`src/rtl/dummy_unused_placeholder_removed.sv`:
```
// intentionally empty of logic: holds no module
`timescale 1ns/1ps

```
`src/rtl/hash_sel_pkg.sv`:
```
// shared constants and carrier types for the receive hash field selector
package hash_sel_pkg;

  // enabled-hash-type bit positions; report code is position plus one
  localparam int HT_V4_ADDR = 0;
  localparam int HT_V4_TCP = 1;
  localparam int HT_V4_UDP = 2;
  localparam int HT_V6_ADDR = 3;
  localparam int HT_V6_TCP = 4;
  localparam int HT_V6_UDP = 5;
  localparam int HT_V6X_ADDR = 6;
  localparam int HT_V6X_TCP = 7;
  localparam int HT_V6X_UDP = 8;
  localparam int HT_W = 9;
  localparam logic [3:0] RPT_NONE = 4'h0;

  // encapsulation bit positions of the inner-hash mask
  localparam int ENC_GRE_A = 0;
  localparam int ENC_GRE_B = 1;
  localparam int ENC_GRE_C = 2;
  localparam int ENC_GRE_UDP = 3;
  localparam int ENC_VXLAN = 4;
  localparam int ENC_VXLAN_GPE = 5;
  localparam int ENC_GENEVE = 6;
  localparam int ENC_IPIP = 7;
  localparam int ENC_NVGRE = 8;
  localparam int ENC_W = 9;
  localparam logic [31:0] TUN_SUPPORTED = 32'h0000_01ff;

  // control command codes and acknowledgement values
  localparam logic [7:0] CLS_TUNNEL = 8'h07;
  localparam logic [7:0] CMD_TUNNEL_SET = 8'h00;
  localparam logic ACK_OK = 1'b0;
  localparam logic ACK_ERR = 1'b1;

  // register byte offsets
  localparam logic [7:0] OFF_CTRL = 8'h00;
  localparam logic [7:0] OFF_HASH_TYPES = 8'h04;
  localparam logic [7:0] OFF_CMD = 8'h08;
  localparam logic [7:0] OFF_CMD_DATA = 8'h0c;
  localparam logic [7:0] OFF_CMD_GO = 8'h10;
  localparam logic [7:0] OFF_CMD_STAT = 8'h14;
  localparam logic [7:0] OFF_TUN_EN = 8'h18;
  localparam logic [7:0] OFF_TUN_SUP = 8'h1c;
  localparam logic [7:0] OFF_HASHED = 8'h20;

  // field positions and reset values
  localparam int CTRL_TUN_NEG = 0;
  localparam int CTRL_RPT_NEG = 1;
  localparam int STAT_ACK = 0;
  localparam int STAT_DONE = 1;
  localparam logic [1:0] CTRL_RST = 2'h0;
  localparam logic [8:0] TYPES_RST = 9'h000;
  localparam logic [8:0] TUN_EN_RST = 9'h000;
  localparam logic [1:0] HTRANS_NONSEQ = 2'h2;

  // parsed header; ipv4 addresses sit in the low 32 bits
  typedef struct packed {
    logic is_v4;
    logic is_v6;
    logic has_ext;
    logic has_tcp;
    logic has_udp;
    logic [127:0] src;
    logic [127:0] dst;
    logic [15:0] sport;
    logic [15:0] dport;
    logic home_vld;
    logic [127:0] home;
    logic rt2_vld;
    logic [127:0] rt2;
  } hdr_t;

  // one received packet, outer and single inner header
  typedef struct packed {
    logic valid;
    logic [8:0] encap;
    hdr_t outer;
    hdr_t inner;
  } pkt_t;

  // fields handed to the hash engine, in hash order
  typedef struct packed {
    logic valid;
    logic [3:0] rtype;
    logic v6;
    logic ports;
    logic [127:0] src;
    logic [127:0] dst;
    logic [15:0] sport;
    logic [15:0] dport;
  } sel_t;

endpackage

```
`src/rtl/field_pick.sv`:
```
// combinational choice of hash fields for one header
`timescale 1ns/1ps
module field_pick (
  input wire hash_sel_pkg::hdr_t hdr,
  input wire logic [8:0] types,
  output hash_sel_pkg::sel_t sel
);
  logic hit;
  logic ports;
  int idx;
  logic [127:0] sa;
  logic [127:0] da;

  always_comb begin
    hit = 1'b0;
    ports = 1'b0;
    idx = 0;
    sa = hdr.src;
    da = hdr.dst;
    if (hdr.is_v4) begin
      // tcp first
      if (hdr.has_tcp && types[hash_sel_pkg::HT_V4_TCP]) begin
        hit = 1'b1;
        ports = 1'b1;
        idx = hash_sel_pkg::HT_V4_TCP;
      // then udp
      end else if (hdr.has_udp && types[hash_sel_pkg::HT_V4_UDP]) begin
        hit = 1'b1;
        ports = 1'b1;
        idx = hash_sel_pkg::HT_V4_UDP;
      // addresses or nothing
      end else if (types[hash_sel_pkg::HT_V4_ADDR]) begin
        hit = 1'b1;
        idx = hash_sel_pkg::HT_V4_ADDR;
      end
    end else if (hdr.is_v6) begin
      if (hdr.has_ext) begin
        // home and routing substitution
        sa = hdr.home_vld ? hdr.home : hdr.src;
        da = hdr.rt2_vld ? hdr.rt2 : hdr.dst;
        // extended tcp then udp
        if (hdr.has_tcp && types[hash_sel_pkg::HT_V6X_TCP]) begin
          hit = 1'b1;
          ports = 1'b1;
          idx = hash_sel_pkg::HT_V6X_TCP;
        end else if (hdr.has_udp && types[hash_sel_pkg::HT_V6X_UDP]) begin
          hit = 1'b1;
          ports = 1'b1;
          idx = hash_sel_pkg::HT_V6X_UDP;
        // extended address only
        end else if (types[hash_sel_pkg::HT_V6X_ADDR]) begin
          hit = 1'b1;
          idx = hash_sel_pkg::HT_V6X_ADDR;
        end
      end
      // skip extensions, plain selection
      if (!hit) begin
        sa = hdr.src;
        da = hdr.dst;
        // tcp then udp
        if (hdr.has_tcp && types[hash_sel_pkg::HT_V6_TCP]) begin
          hit = 1'b1;
          ports = 1'b1;
          idx = hash_sel_pkg::HT_V6_TCP;
        end else if (hdr.has_udp && types[hash_sel_pkg::HT_V6_UDP]) begin
          hit = 1'b1;
          ports = 1'b1;
          idx = hash_sel_pkg::HT_V6_UDP;
        // addresses or nothing
        end else if (types[hash_sel_pkg::HT_V6_ADDR]) begin
          hit = 1'b1;
          idx = hash_sel_pkg::HT_V6_ADDR;
        end
      end
    end
    sel = '0;
    // zero fields and no valid without a hash
    if (hit) begin
      sel.valid = 1'b1;
      // code is bit index plus one
      sel.rtype = 4'(idx + 1);
      sel.v6 = hdr.is_v6;
      sel.ports = ports;
      sel.src = sa;
      sel.dst = da;
      sel.sport = ports ? hdr.sport : 16'h0000;
      sel.dport = ports ? hdr.dport : 16'h0000;
    end
  end
endmodule

```
`src/rtl/tunnel_cfg.sv`:
```
// executes the inner-hash configuration command and holds its mask
`timescale 1ns/1ps
module tunnel_cfg (
  input wire logic hclk,
  input wire logic hresetn,
  input wire logic go,
  input wire logic tun_neg,
  input wire logic [15:0] cmd_word,
  input wire logic [31:0] payload,
  input wire logic done_clr,
  output logic [8:0] enabled,
  output logic ack,
  output logic done
);
  typedef struct packed {
    logic [8:0] enabled;
    logic ack;
    logic done;
  } tun_state_t;

  tun_state_t r;
  tun_state_t next_r;
  logic bad;

  always_comb begin
    // only class 7 command 0 is known
    bad = (cmd_word[7:0] != hash_sel_pkg::CLS_TUNNEL) || (cmd_word[15:8] != hash_sel_pkg::CMD_TUNNEL_SET) ||
          !tun_neg;
    // unsupported bits refused
    bad = bad || ((payload & ~hash_sel_pkg::TUN_SUPPORTED) != 32'h0000_0000);
    next_r = r;
    if (done_clr) begin
      next_r.done = 1'b0;
    end
    // completion set wins over a same-cycle clear
    if (go) begin
      next_r.done = 1'b1;
      next_r.ack = bad ? hash_sel_pkg::ACK_ERR : hash_sel_pkg::ACK_OK;
      // zero mask disables every type
      if (!bad) begin
        next_r.enabled = payload[8:0];
      end
    end
  end

  always_ff @(posedge hclk or negedge hresetn) begin
    if (!hresetn) begin
      // all types off after reset
      r.enabled <= hash_sel_pkg::TUN_EN_RST;
      r.ack <= hash_sel_pkg::ACK_OK;
      r.done <= 1'b0;
    end else begin
      r <= next_r;
    end
  end

  assign enabled = r.enabled;
  assign ack = r.ack;
  assign done = r.done;
endmodule

```
`src/rtl/hash_field_select.sv`:
```
// receive hash field selector with its ahb-lite register file
`timescale 1ns/1ps

// How it works
// v6 plain types at bits 3-5
// v6 extension types at bits 6-8
// v4 tcp enabled: addresses then tcp ports
// else v4 udp enabled: addresses, udp ports
// else v4 addresses if enabled, else none
// v6 plain: tcp first, then udp
// else v6 addresses if enabled, else none
// extension: home and routing addresses substitute
// extension: tcp, then udp with substitutes
// else substitutes only, else plain v6
// class 7 command 0 carries mask unchanged
// encapsulation bits 0 to 8 fixed
// enabled tunnel match hashes inner header
// no enabled match hashes outer header
// zero mask or reset disables inner
// unsupported mask bits answered with error
// v4 types at bits 0-2
// driver never enables unsupported types
// report none or bit index plus one
// fields, valid and code to engine
module hash_field_select (
  input wire logic hclk,
  input wire logic hresetn,
  input wire logic hsel,
  input wire logic [31:0] haddr,
  input wire logic [1:0] htrans,
  input wire logic hwrite,
  input wire logic [2:0] hsize,
  input wire logic [31:0] hwdata,
  input wire logic hready,
  output logic [31:0] hrdata,
  output logic hreadyout,
  output logic hresp,
  input wire hash_sel_pkg::pkt_t pkt,
  output hash_sel_pkg::sel_t out_sel,
  output logic rpt_valid,
  output logic [3:0] rpt_code
);
  typedef struct packed {
    logic [1:0] ctrl;
    logic [8:0] types;
    logic [15:0] cmd;
    logic [31:0] cmd_data;
    logic go;
    logic done_clr;
    logic [7:0] addr;
    logic addr_ok;
    logic wr;
    logic rd_wait;
    logic hreadyout;
    logic hresp;
    logic [31:0] hrdata;
    logic [31:0] hashed;
    hash_sel_pkg::sel_t out;
    logic rpt_valid;
    logic [3:0] rpt_code;
  } regs_t;

  regs_t r;
  regs_t next_r;
  logic [8:0] tun_en;
  logic tun_ack;
  logic tun_done;
  logic use_inner;
  hash_sel_pkg::hdr_t hs;
  hash_sel_pkg::sel_t pick;
  logic [31:0] rd_mux;

  tunnel_cfg u_tunnel (
    .hclk(hclk),
    .hresetn(hresetn),
    .go(r.go),
    .tun_neg(r.ctrl[hash_sel_pkg::CTRL_TUN_NEG]),
    .cmd_word(r.cmd),
    .payload(r.cmd_data),
    .done_clr(r.done_clr),
    .enabled(tun_en),
    .ack(tun_ack),
    .done(tun_done)
  );

  always_comb begin
    // encap bit i matches mask bit i
    // inner header on an enabled match
    use_inner = r.ctrl[hash_sel_pkg::CTRL_TUN_NEG] && ((pkt.encap & tun_en) != 9'h000);
    // otherwise the outer header
    hs = use_inner ? pkt.inner : pkt.outer;
  end

  field_pick u_pick (
    .hdr(hs),
    .types(r.types),
    .sel(pick)
  );

  always_comb begin
    case (r.addr)
      hash_sel_pkg::OFF_CTRL: rd_mux = {30'h0, r.ctrl};
      hash_sel_pkg::OFF_HASH_TYPES: rd_mux = {23'h0, r.types};
      hash_sel_pkg::OFF_CMD: rd_mux = {16'h0, r.cmd};
      hash_sel_pkg::OFF_CMD_DATA: rd_mux = r.cmd_data;
      hash_sel_pkg::OFF_CMD_STAT: rd_mux = {30'h0, tun_done, tun_ack};
      hash_sel_pkg::OFF_TUN_EN: rd_mux = {23'h0, tun_en};
      hash_sel_pkg::OFF_TUN_SUP: rd_mux = hash_sel_pkg::TUN_SUPPORTED;
      hash_sel_pkg::OFF_HASHED: rd_mux = r.hashed;
      default: rd_mux = 32'h0000_0000;
    endcase
    if (!r.addr_ok) begin
      rd_mux = 32'h0000_0000;
    end
  end

  always_comb begin
    next_r = r;
    next_r.go = 1'b0;
    next_r.done_clr = 1'b0;
    next_r.hresp = 1'b0;
    // write data phase; unmapped writes are dropped
    if (r.wr) begin
      next_r.wr = 1'b0;
      if (r.addr_ok) begin
        case (r.addr)
          hash_sel_pkg::OFF_CTRL: next_r.ctrl = hwdata[1:0];
          // one mask bit per type
          hash_sel_pkg::OFF_HASH_TYPES: next_r.types = hwdata[8:0];
          hash_sel_pkg::OFF_CMD: next_r.cmd = hwdata[15:0];
          // payload word kept exactly as written
          hash_sel_pkg::OFF_CMD_DATA: next_r.cmd_data = hwdata;
          hash_sel_pkg::OFF_CMD_GO: next_r.go = 1'b1;
          hash_sel_pkg::OFF_CMD_STAT: next_r.done_clr = hwdata[hash_sel_pkg::STAT_DONE];
          default: ;
        endcase
      end
    end
    // one wait state so read data leave a flop
    if (r.rd_wait) begin
      next_r.rd_wait = 1'b0;
      next_r.hreadyout = 1'b1;
      next_r.hrdata = rd_mux;
    end
    if (hsel && htrans[1] && hready) begin
      next_r.addr = haddr[7:0];
      next_r.addr_ok = (haddr[31:8] == 24'h0) && (haddr[1:0] == 2'h0);
      next_r.wr = hwrite;
      if (!hwrite) begin
        next_r.rd_wait = 1'b1;
        next_r.hreadyout = 1'b0;
      end
    end
    // one registered beat per packet
    next_r.out = pkt.valid ? pick : '0;
    // code reported even when no hash
    next_r.rpt_valid = pkt.valid && r.ctrl[hash_sel_pkg::CTRL_RPT_NEG];
    next_r.rpt_code = pkt.valid ? pick.rtype : hash_sel_pkg::RPT_NONE;
    if (pkt.valid && pick.valid) begin
      next_r.hashed = r.hashed + 32'h0000_0001;
    end
  end

  always_ff @(posedge hclk or negedge hresetn) begin
    if (!hresetn) begin
      r <= '0;
      r.ctrl <= hash_sel_pkg::CTRL_RST;
      r.types <= hash_sel_pkg::TYPES_RST;
      r.hreadyout <= 1'b1;
    end else begin
      r <= next_r;
    end
  end

  assign hrdata = r.hrdata;
  assign hreadyout = r.hreadyout;
  assign hresp = r.hresp;
  assign out_sel = r.out;
  assign rpt_valid = r.rpt_valid;
  assign rpt_code = r.rpt_code;
endmodule

```
`config.mk`:
```
export PLATFORM = sky130hd
export DESIGN_NAME = hash_field_select
export DESIGN_NICKNAME = d
export VERILOG_FILES = /design/src/rtl/dummy_unused_placeholder_removed.sv /design/src/rtl/hash_sel_pkg.sv /design/src/rtl/field_pick.sv /design/src/rtl/tunnel_cfg.sv /design/src/rtl/hash_field_select.sv
export SDC_FILE = /design/constraint.sdc
export NUM_CORES = 2
export LEC_CHECK = 0
export ABC_AREA = 1
export BUFFER_PORTS_ARGS = -buffer_cell sky130_fd_sc_hd__clkbuf_2
export CAP_MARGIN = 10
export CORE_AREA = 3 3 585 587
export DETAILED_ROUTE_END_ITERATION = 10
export DIE_AREA = 0 0 588 590
export GPL_TIMING_DRIVEN = 0
export PLACE_DENSITY = 0.33
export SLEW_MARGIN = 15
export SYNTH_ARGS = -nofsm -noshare
export SYNTH_HDL_FRONTEND = slang
export SYNTH_SLANG_ARGS = --single-unit
```
`constraint.sdc`:
```
create_clock -name hclk -period 6.45 [get_ports hclk]
set_clock_uncertainty 0.05 [all_clocks]
set_input_delay 0.645 -clock hclk [delete_from_list [all_inputs] [get_ports hclk]]
set_output_delay 0.645 -clock hclk [all_outputs]
set_load 0.02 [all_outputs]
```
Yosys cells after proc, flatten, opt, wreduce, memory -nomap -nowiden:

Index checks and enable logic that the tools add are counted.

* register bits: 448
* bits of input ports: 1186
* output and inout port bits: 334
* word-level logic and storage cells: 132

* $add $sub $neg: 2
* equality and inequality tests: 9
* mux-type cells: 65
* bitwise logic cells: 2
* reductions and logical operators: 28

Operators with widths (number)
* 128-bit 2-to-1 mux: 10
* 295-bit 2-to-1 mux: 2
* 551-bit 2-to-1 mux: 1
* 32-bit case mux with 8 select lines: 1
* 4-bit 2-to-1 mux: 10
* 32-bit by 1-bit adder with 32-bit output, second input constant: 1
* 8-bit by 5-bit equality test with 1-bit output, second input constant: 4
* 16-bit 2-to-1 mux: 2
* 32-bit 2-to-1 mux: 1
* 32-bit nonzero test: 1
* 1-bit 2-to-1 mux: 31
* 24-bit logical NOT: 1
* 8-bit by 4-bit equality test with 1-bit output, second input constant: 2
* 1-bit logical AND: 12
* 3-bit AND reduction: 4
* 2-bit 2-to-1 mux: 5
* 9-bit AND: 1
* 9-bit nonzero test: 1
* 8-bit by 3-bit equality test with 1-bit output, second input constant: 1
* 8-bit by 6-bit equality test with 1-bit output, second input constant: 1
* 8-bit logical NOT: 1
* 8-bit by 3-bit != test with 1-bit output, second input constant: 1
* 8-bit nonzero test: 1
* 3-bit 2-to-1 mux: 2
* other kinds (7): 9

Depth between registers and ports, before layout:

* depth in word-level cells: 17
* gate-level depth with buffers: 19
* depth with buffers taken out: 18

Hierarchy:

Synthesis repeated with hierarchy kept, for this count alone.

* cell total of the unflattened synthesis: 5526
* area, all modules: 33455.8 µm²

Modules (own cells, without submodules)
* hash_field_select: instances 1, cells an instance 3928, area each 26566.7 µm², seq. area each 10836.6 µm²
* field_pick: instances 1, cells an instance 1500, area each 6212.2 µm², seq. area each 0.0 µm²
* tunnel_cfg: instances 1, cells an instance 98, area each 676.9 µm², seq. area each 275.3 µm²

Worst setup path after synthesis:

Ideal clock, no wire load.

* path kind: input port to flip-flop
* start: input pkt[1103] (netlist name)
* end: register r, in the netlist out_sel[128]
* library setup time: 77 ps
* arrival: 2247 ps
* required time: 6323 ps
* setup slack: 4076 ps
* stages: 15
* buffers on the path: 3
* cell sequence: nand2_1 > nand2_1 > nor2_2 > nand3_2 > buf_6 > nand3_2 > nand3_2 > nand2_1 > nand2_2 > nand2_4 > o2111ai_4 > buf_6 > buf_2 > or2_0 > a21oi_1

RTL lines
* start: declaration: line hash_field_select.sv:38 `input wire hash_sel_pkg::pkt_t pkt,`
* end signal: assignment: line hash_field_select.sv:171 `r <= next_r;`
* end: declaration: line hash_field_select.sv:63 `regs_t r;`

==> impl_metrics.py <==
metrics = {
    "yosys": {
        "synth_fa_ha_area_frac": 0.000872,
        "synth.most_common_cell": "nand2_1",
        "synth_area_sq_mm": 0.0287,
        "yosys.area.top_type": "dfrtp_1",
        "netlist_top_cells_count": "nand2_1, mux2i_1, dfrtp_1",
        "synth_top_area_frac": 0.386,
        "synthesis.nets": 4574,
        "ys_warn_count": 0,
        "synth_cell_types": 43,
        "synth_area_leaders": "dfrtp_1, mux2i_1, buf_4",
        "synth_edf_count": 0,
        "synth_cells": 3386,
        "synth-compound-area-share": 0.0878,
        "async_flop_share": 1.00,
        "synth_simple_gate_area_frac": 0.161,
        "synth_seq_cells": 444,
        "synth_top_family_by_area": "multiplexers",
        "synthFlopType": "dfrtp_1",
        "synth_xor_area_frac": 0.00732,
        "synthMuxAreaShare": 0.180,
        "syn_area_per_cell_sq_um": 8.48,
        "ys_seq_area_frac": 0.387,
    },
    "setup_path": {
        "reg2reg_from": "u_tunnel.enabled[7]$_DFFE_PN0P_",
        "reg2reg_depth": 13,
        "worst_setup_path_start_kind": "flip-flop",
        "critPathArrivalTime_ns": 5.09,
        "criticalPathCategory": "flip-flop to flip-flop",
        "rr_endpoint": "out_sel[158]$_DFF_PN0_",
        "crit_path_end_kind": "flip-flop",
        "crit_fanout": 10,
        "r2r_slack_ns": 1.84,
        "crit_required_ns": 6.93,
    },
    "global_routing": {
        "grt_max_degree": 82,
        "grt_pass1_vias": 32200,
        "track_usage": 0.170,
        "antenna_found_initial": 262,
        "overflow": 0,
        "grt_pass1_wl_mm": 376,
    },
    "cts": {
        "clock-sinks": 444,
        "h-tree-depth": 3,
        "post_cts_resized": 0,
        "clock_path_buffers": 4,
        "clk_latency_ns": 0.81,
        "cts_setup_buffers": 0,
        "clockRootBuffer": "clkbuf_16",
        "cts_tree": "built",
        "clk_pin_slew_ns": 0.06,
        "numCtsBuffers": 73,
    },
    "power": {
        "p_total_uw": 9080,
        "p_leak_uw": 0.0260,
        "power_density_mw_per_mm2": 202,
        "ir_drop_uv": 149,
    },
    "timing": {
        "relSlewSlack": 0.208,
        "fmax_ghz": 0.217,
        "fin_crit_ns": 4.61,
        "rsz0062_at_grt": "false",
        "finalHoldViolCount": 0,
        "slew_violations": 0,
        "finalSetupViolCount": 0,
        "worst_pin_slew_ns": 1.16,
        "period_share": 0.715,
    },
    "finish": {
        "fin_cells": 9628,
        "post-route-util": 0.134,
        "fillers": 39400,
        "seqCellArea_sq_mm": 0.0111,
        "final_layout_size_suffix_gt1_frac": 0.423,
        "multiInputGateArea_sq_mm": 0.0126,
        "fin_nets": 6201,
        "area_delta_synth_final_pct": 56.7,
    },
    "placement": {
        "post-dp-hpwl_mm": 277,
        "gp_congestion": 1.03,
        "port_buffers": 1514,
        "numPlacedInstances": 9424,
    },
    "route": {
        "vias": 31600,
        "ant_nets": 0,
        "drtIter0Drc": 2063,
        "routed_wl_mm": 306,
        "drt-wirelength-per-cell_um": 31.8,
        "viasPerCell": 3.28,
        "drc_errors": 0,
        "drt-pass1-iter-count": 6,
    },
    "min_path": {
        "holdPathEnd": "r[373]$_DFFE_PN0P_",
        "hold_path_startpoint": "haddr[4]",
        "hold_depth": 3,
        "hp-class": "primary input to flip-flop",
    },
    "floorplan": {
        "initial_utilization": 0.0852,
        "dieArea_sq_mm": 0.347,
        "core_sq_mm": 0.337,
        "pin_count": 1520,
        "rows": 213,
        "die_w_um": 588,
        "die_y_um": 590,
    },
    "run": {
        "maxCapViolCount": 0,
    },
    "status": {
        "status": "finished, final reports clean",
    },
}
[cell families after synthesis]
kind of cell	Yosys count
AO/OA/AOI/OAI	474
XOR/XNOR	24
adder cells (fa/ha/maj)	2
buffers and inverters	935
flip-flops	444
multiplexers	516
other	1
AND/OR/NAND/NOR	990
[per-layer routing]
layer | vias to the layer above | routed length, um | track usage
li1 | 13900 | - | -
met3 | 534 | 23000 | 0.0458
met1 | 15300 | 127000 | 0.209
met4 | 92 | 10500 | 0.0467
met5 | - | 616 | 0
met2 | 1727 | 145000 | 0.289
[where the power goes]
part           internal [uW]  switching, uW  leakage [uW]
clock                   2510           1680       0.00117
combinational            695           1180        0.0192
sequential              2940           78.7       0.00567
total                   6150           2930        0.0260
[state kept, by name, summed over array words and instances, names as in the netlist]
signal	flops
hrdata	32
hreadyout	1
out_sel	292
r	104
rpt_code	3
rpt_valid	1
u_tunnel.ack	1
u_tunnel.done	1
u_tunnel.enabled	9
[placed cells by master (no fill, tap or decap), types with 3 or more instances in the layout]
cell type | netlist | layout
xor2_1 | 21 | 21
mux2i_1 | 512 | 509
buf_16 | 0 | 6
mux2_2 | 4 | 4
clkbuf_1 | 69 | 83
buf_4 | 337 | 337
clkbuf_2 | 2 | 1517
inv_2 | 3 | 3
clkbuf_16 | 0 | 73
clkinv_2 | 0 | 7
nand3_2 | 4 | 4
mux2i_2 | 0 | 3
nor4_1 | 24 | 24
o22ai_1 | 34 | 34
nor2_1 | 71 | 71
nand3b_1 | 4 | 4
buf_6 | 22 | 24
o21ai_0 | 98 | 98
o21ai_1 | 3 | 3
a21oi_1 | 319 | 319
nor2_2 | 4 | 4
buf_2 | 89 | 89
nor3_1 | 22 | 22
nand4_1 | 9 | 9
clkbuf_8 | 0 | 14
or2_2 | 32 | 32
inv_1 | 411 | 411
diode_2 | 0 | 52
nand3_1 | 61 | 61
xnor2_1 | 3 | 3
bufinv_16 | 0 | 7
a221oi_1 | 7 | 7
nand2_1 | 531 | 531
a22o_1 | 3 | 3
dfrtp_1 | 443 | 443
or2_0 | 224 | 224
dlygate4sd3_1 | 0 | 29
[metrics by stage]
step	TNS (ns)	hold WS, ns	area (sq um)	setup WS [ns]
3_5_place_dp	0	0.372	42200	1.30
4_1_cts	0	0.00277	44800	1.58
6_report	0	0.0788	45000	1.84
2_1_floorplan	0	0.299	28700	4.08
3_3_place_gp	-3613.77	0.369	41900	-8.40
5_1_grt	0	0.0491	44900	1.64
[worst max path at each step]
stage,startpoint,end,depth (start not counted)
after CTS,u_tunnel.enabled[6]$_DFFE_PN0P_,out_sel[158]$_DFF_PN0_,13
after floorplan,pkt[1103],out_sel[128]$_DFF_PN0_,15
after global routing,u_tunnel.enabled[7]$_DFFE_PN0P_,out_sel[158]$_DFF_PN0_,13
after detailed placement,pkt[1107],out_sel[158]$_DFF_PN0_,14
after global placement,hresetn,out_sel[195]$_DFF_PN0_,1
final,u_tunnel.enabled[7]$_DFFE_PN0P_,out_sel[158]$_DFF_PN0_,13
[timing repair]
action | 4_1_cts | 5_1_grt
endpoints found under the setup margin | 0 | 0
hold endpoints to repair | 101 | 0
hold buffers | 29 | 0
[layout make-up]
class / count / area share
plain buffers: 520 / 0.0778
diodes: 52 / 0.00289
clock inverters: 21 / 0.00740
inverters: 415 / 0.0346
flip-flops and latches: 444 / 0.247
multi-input cells: 2007 / 0.279
clock buffers: 102 / 0.0459
repair buffers: 1552 / 0.180
well taps: 4515 / 0.126
[critical path, cell delays in order (launching register included)]
cell,delay [ns]
dfrtp_1,0.42
nand2_1,0.07
nand2_1,0.08
nor2_2,0.10
nand3_2,0.15
nand2_4,0.20
buf_6,0.22
buf_2,0.58
buf_2,0.63
buf_2,0.53
mux2i_1,0.14
inv_1,0.07
nand2_1,0.05
a21oi_1,0.93
No activity file was read; power rests on OpenSTA's default activity.
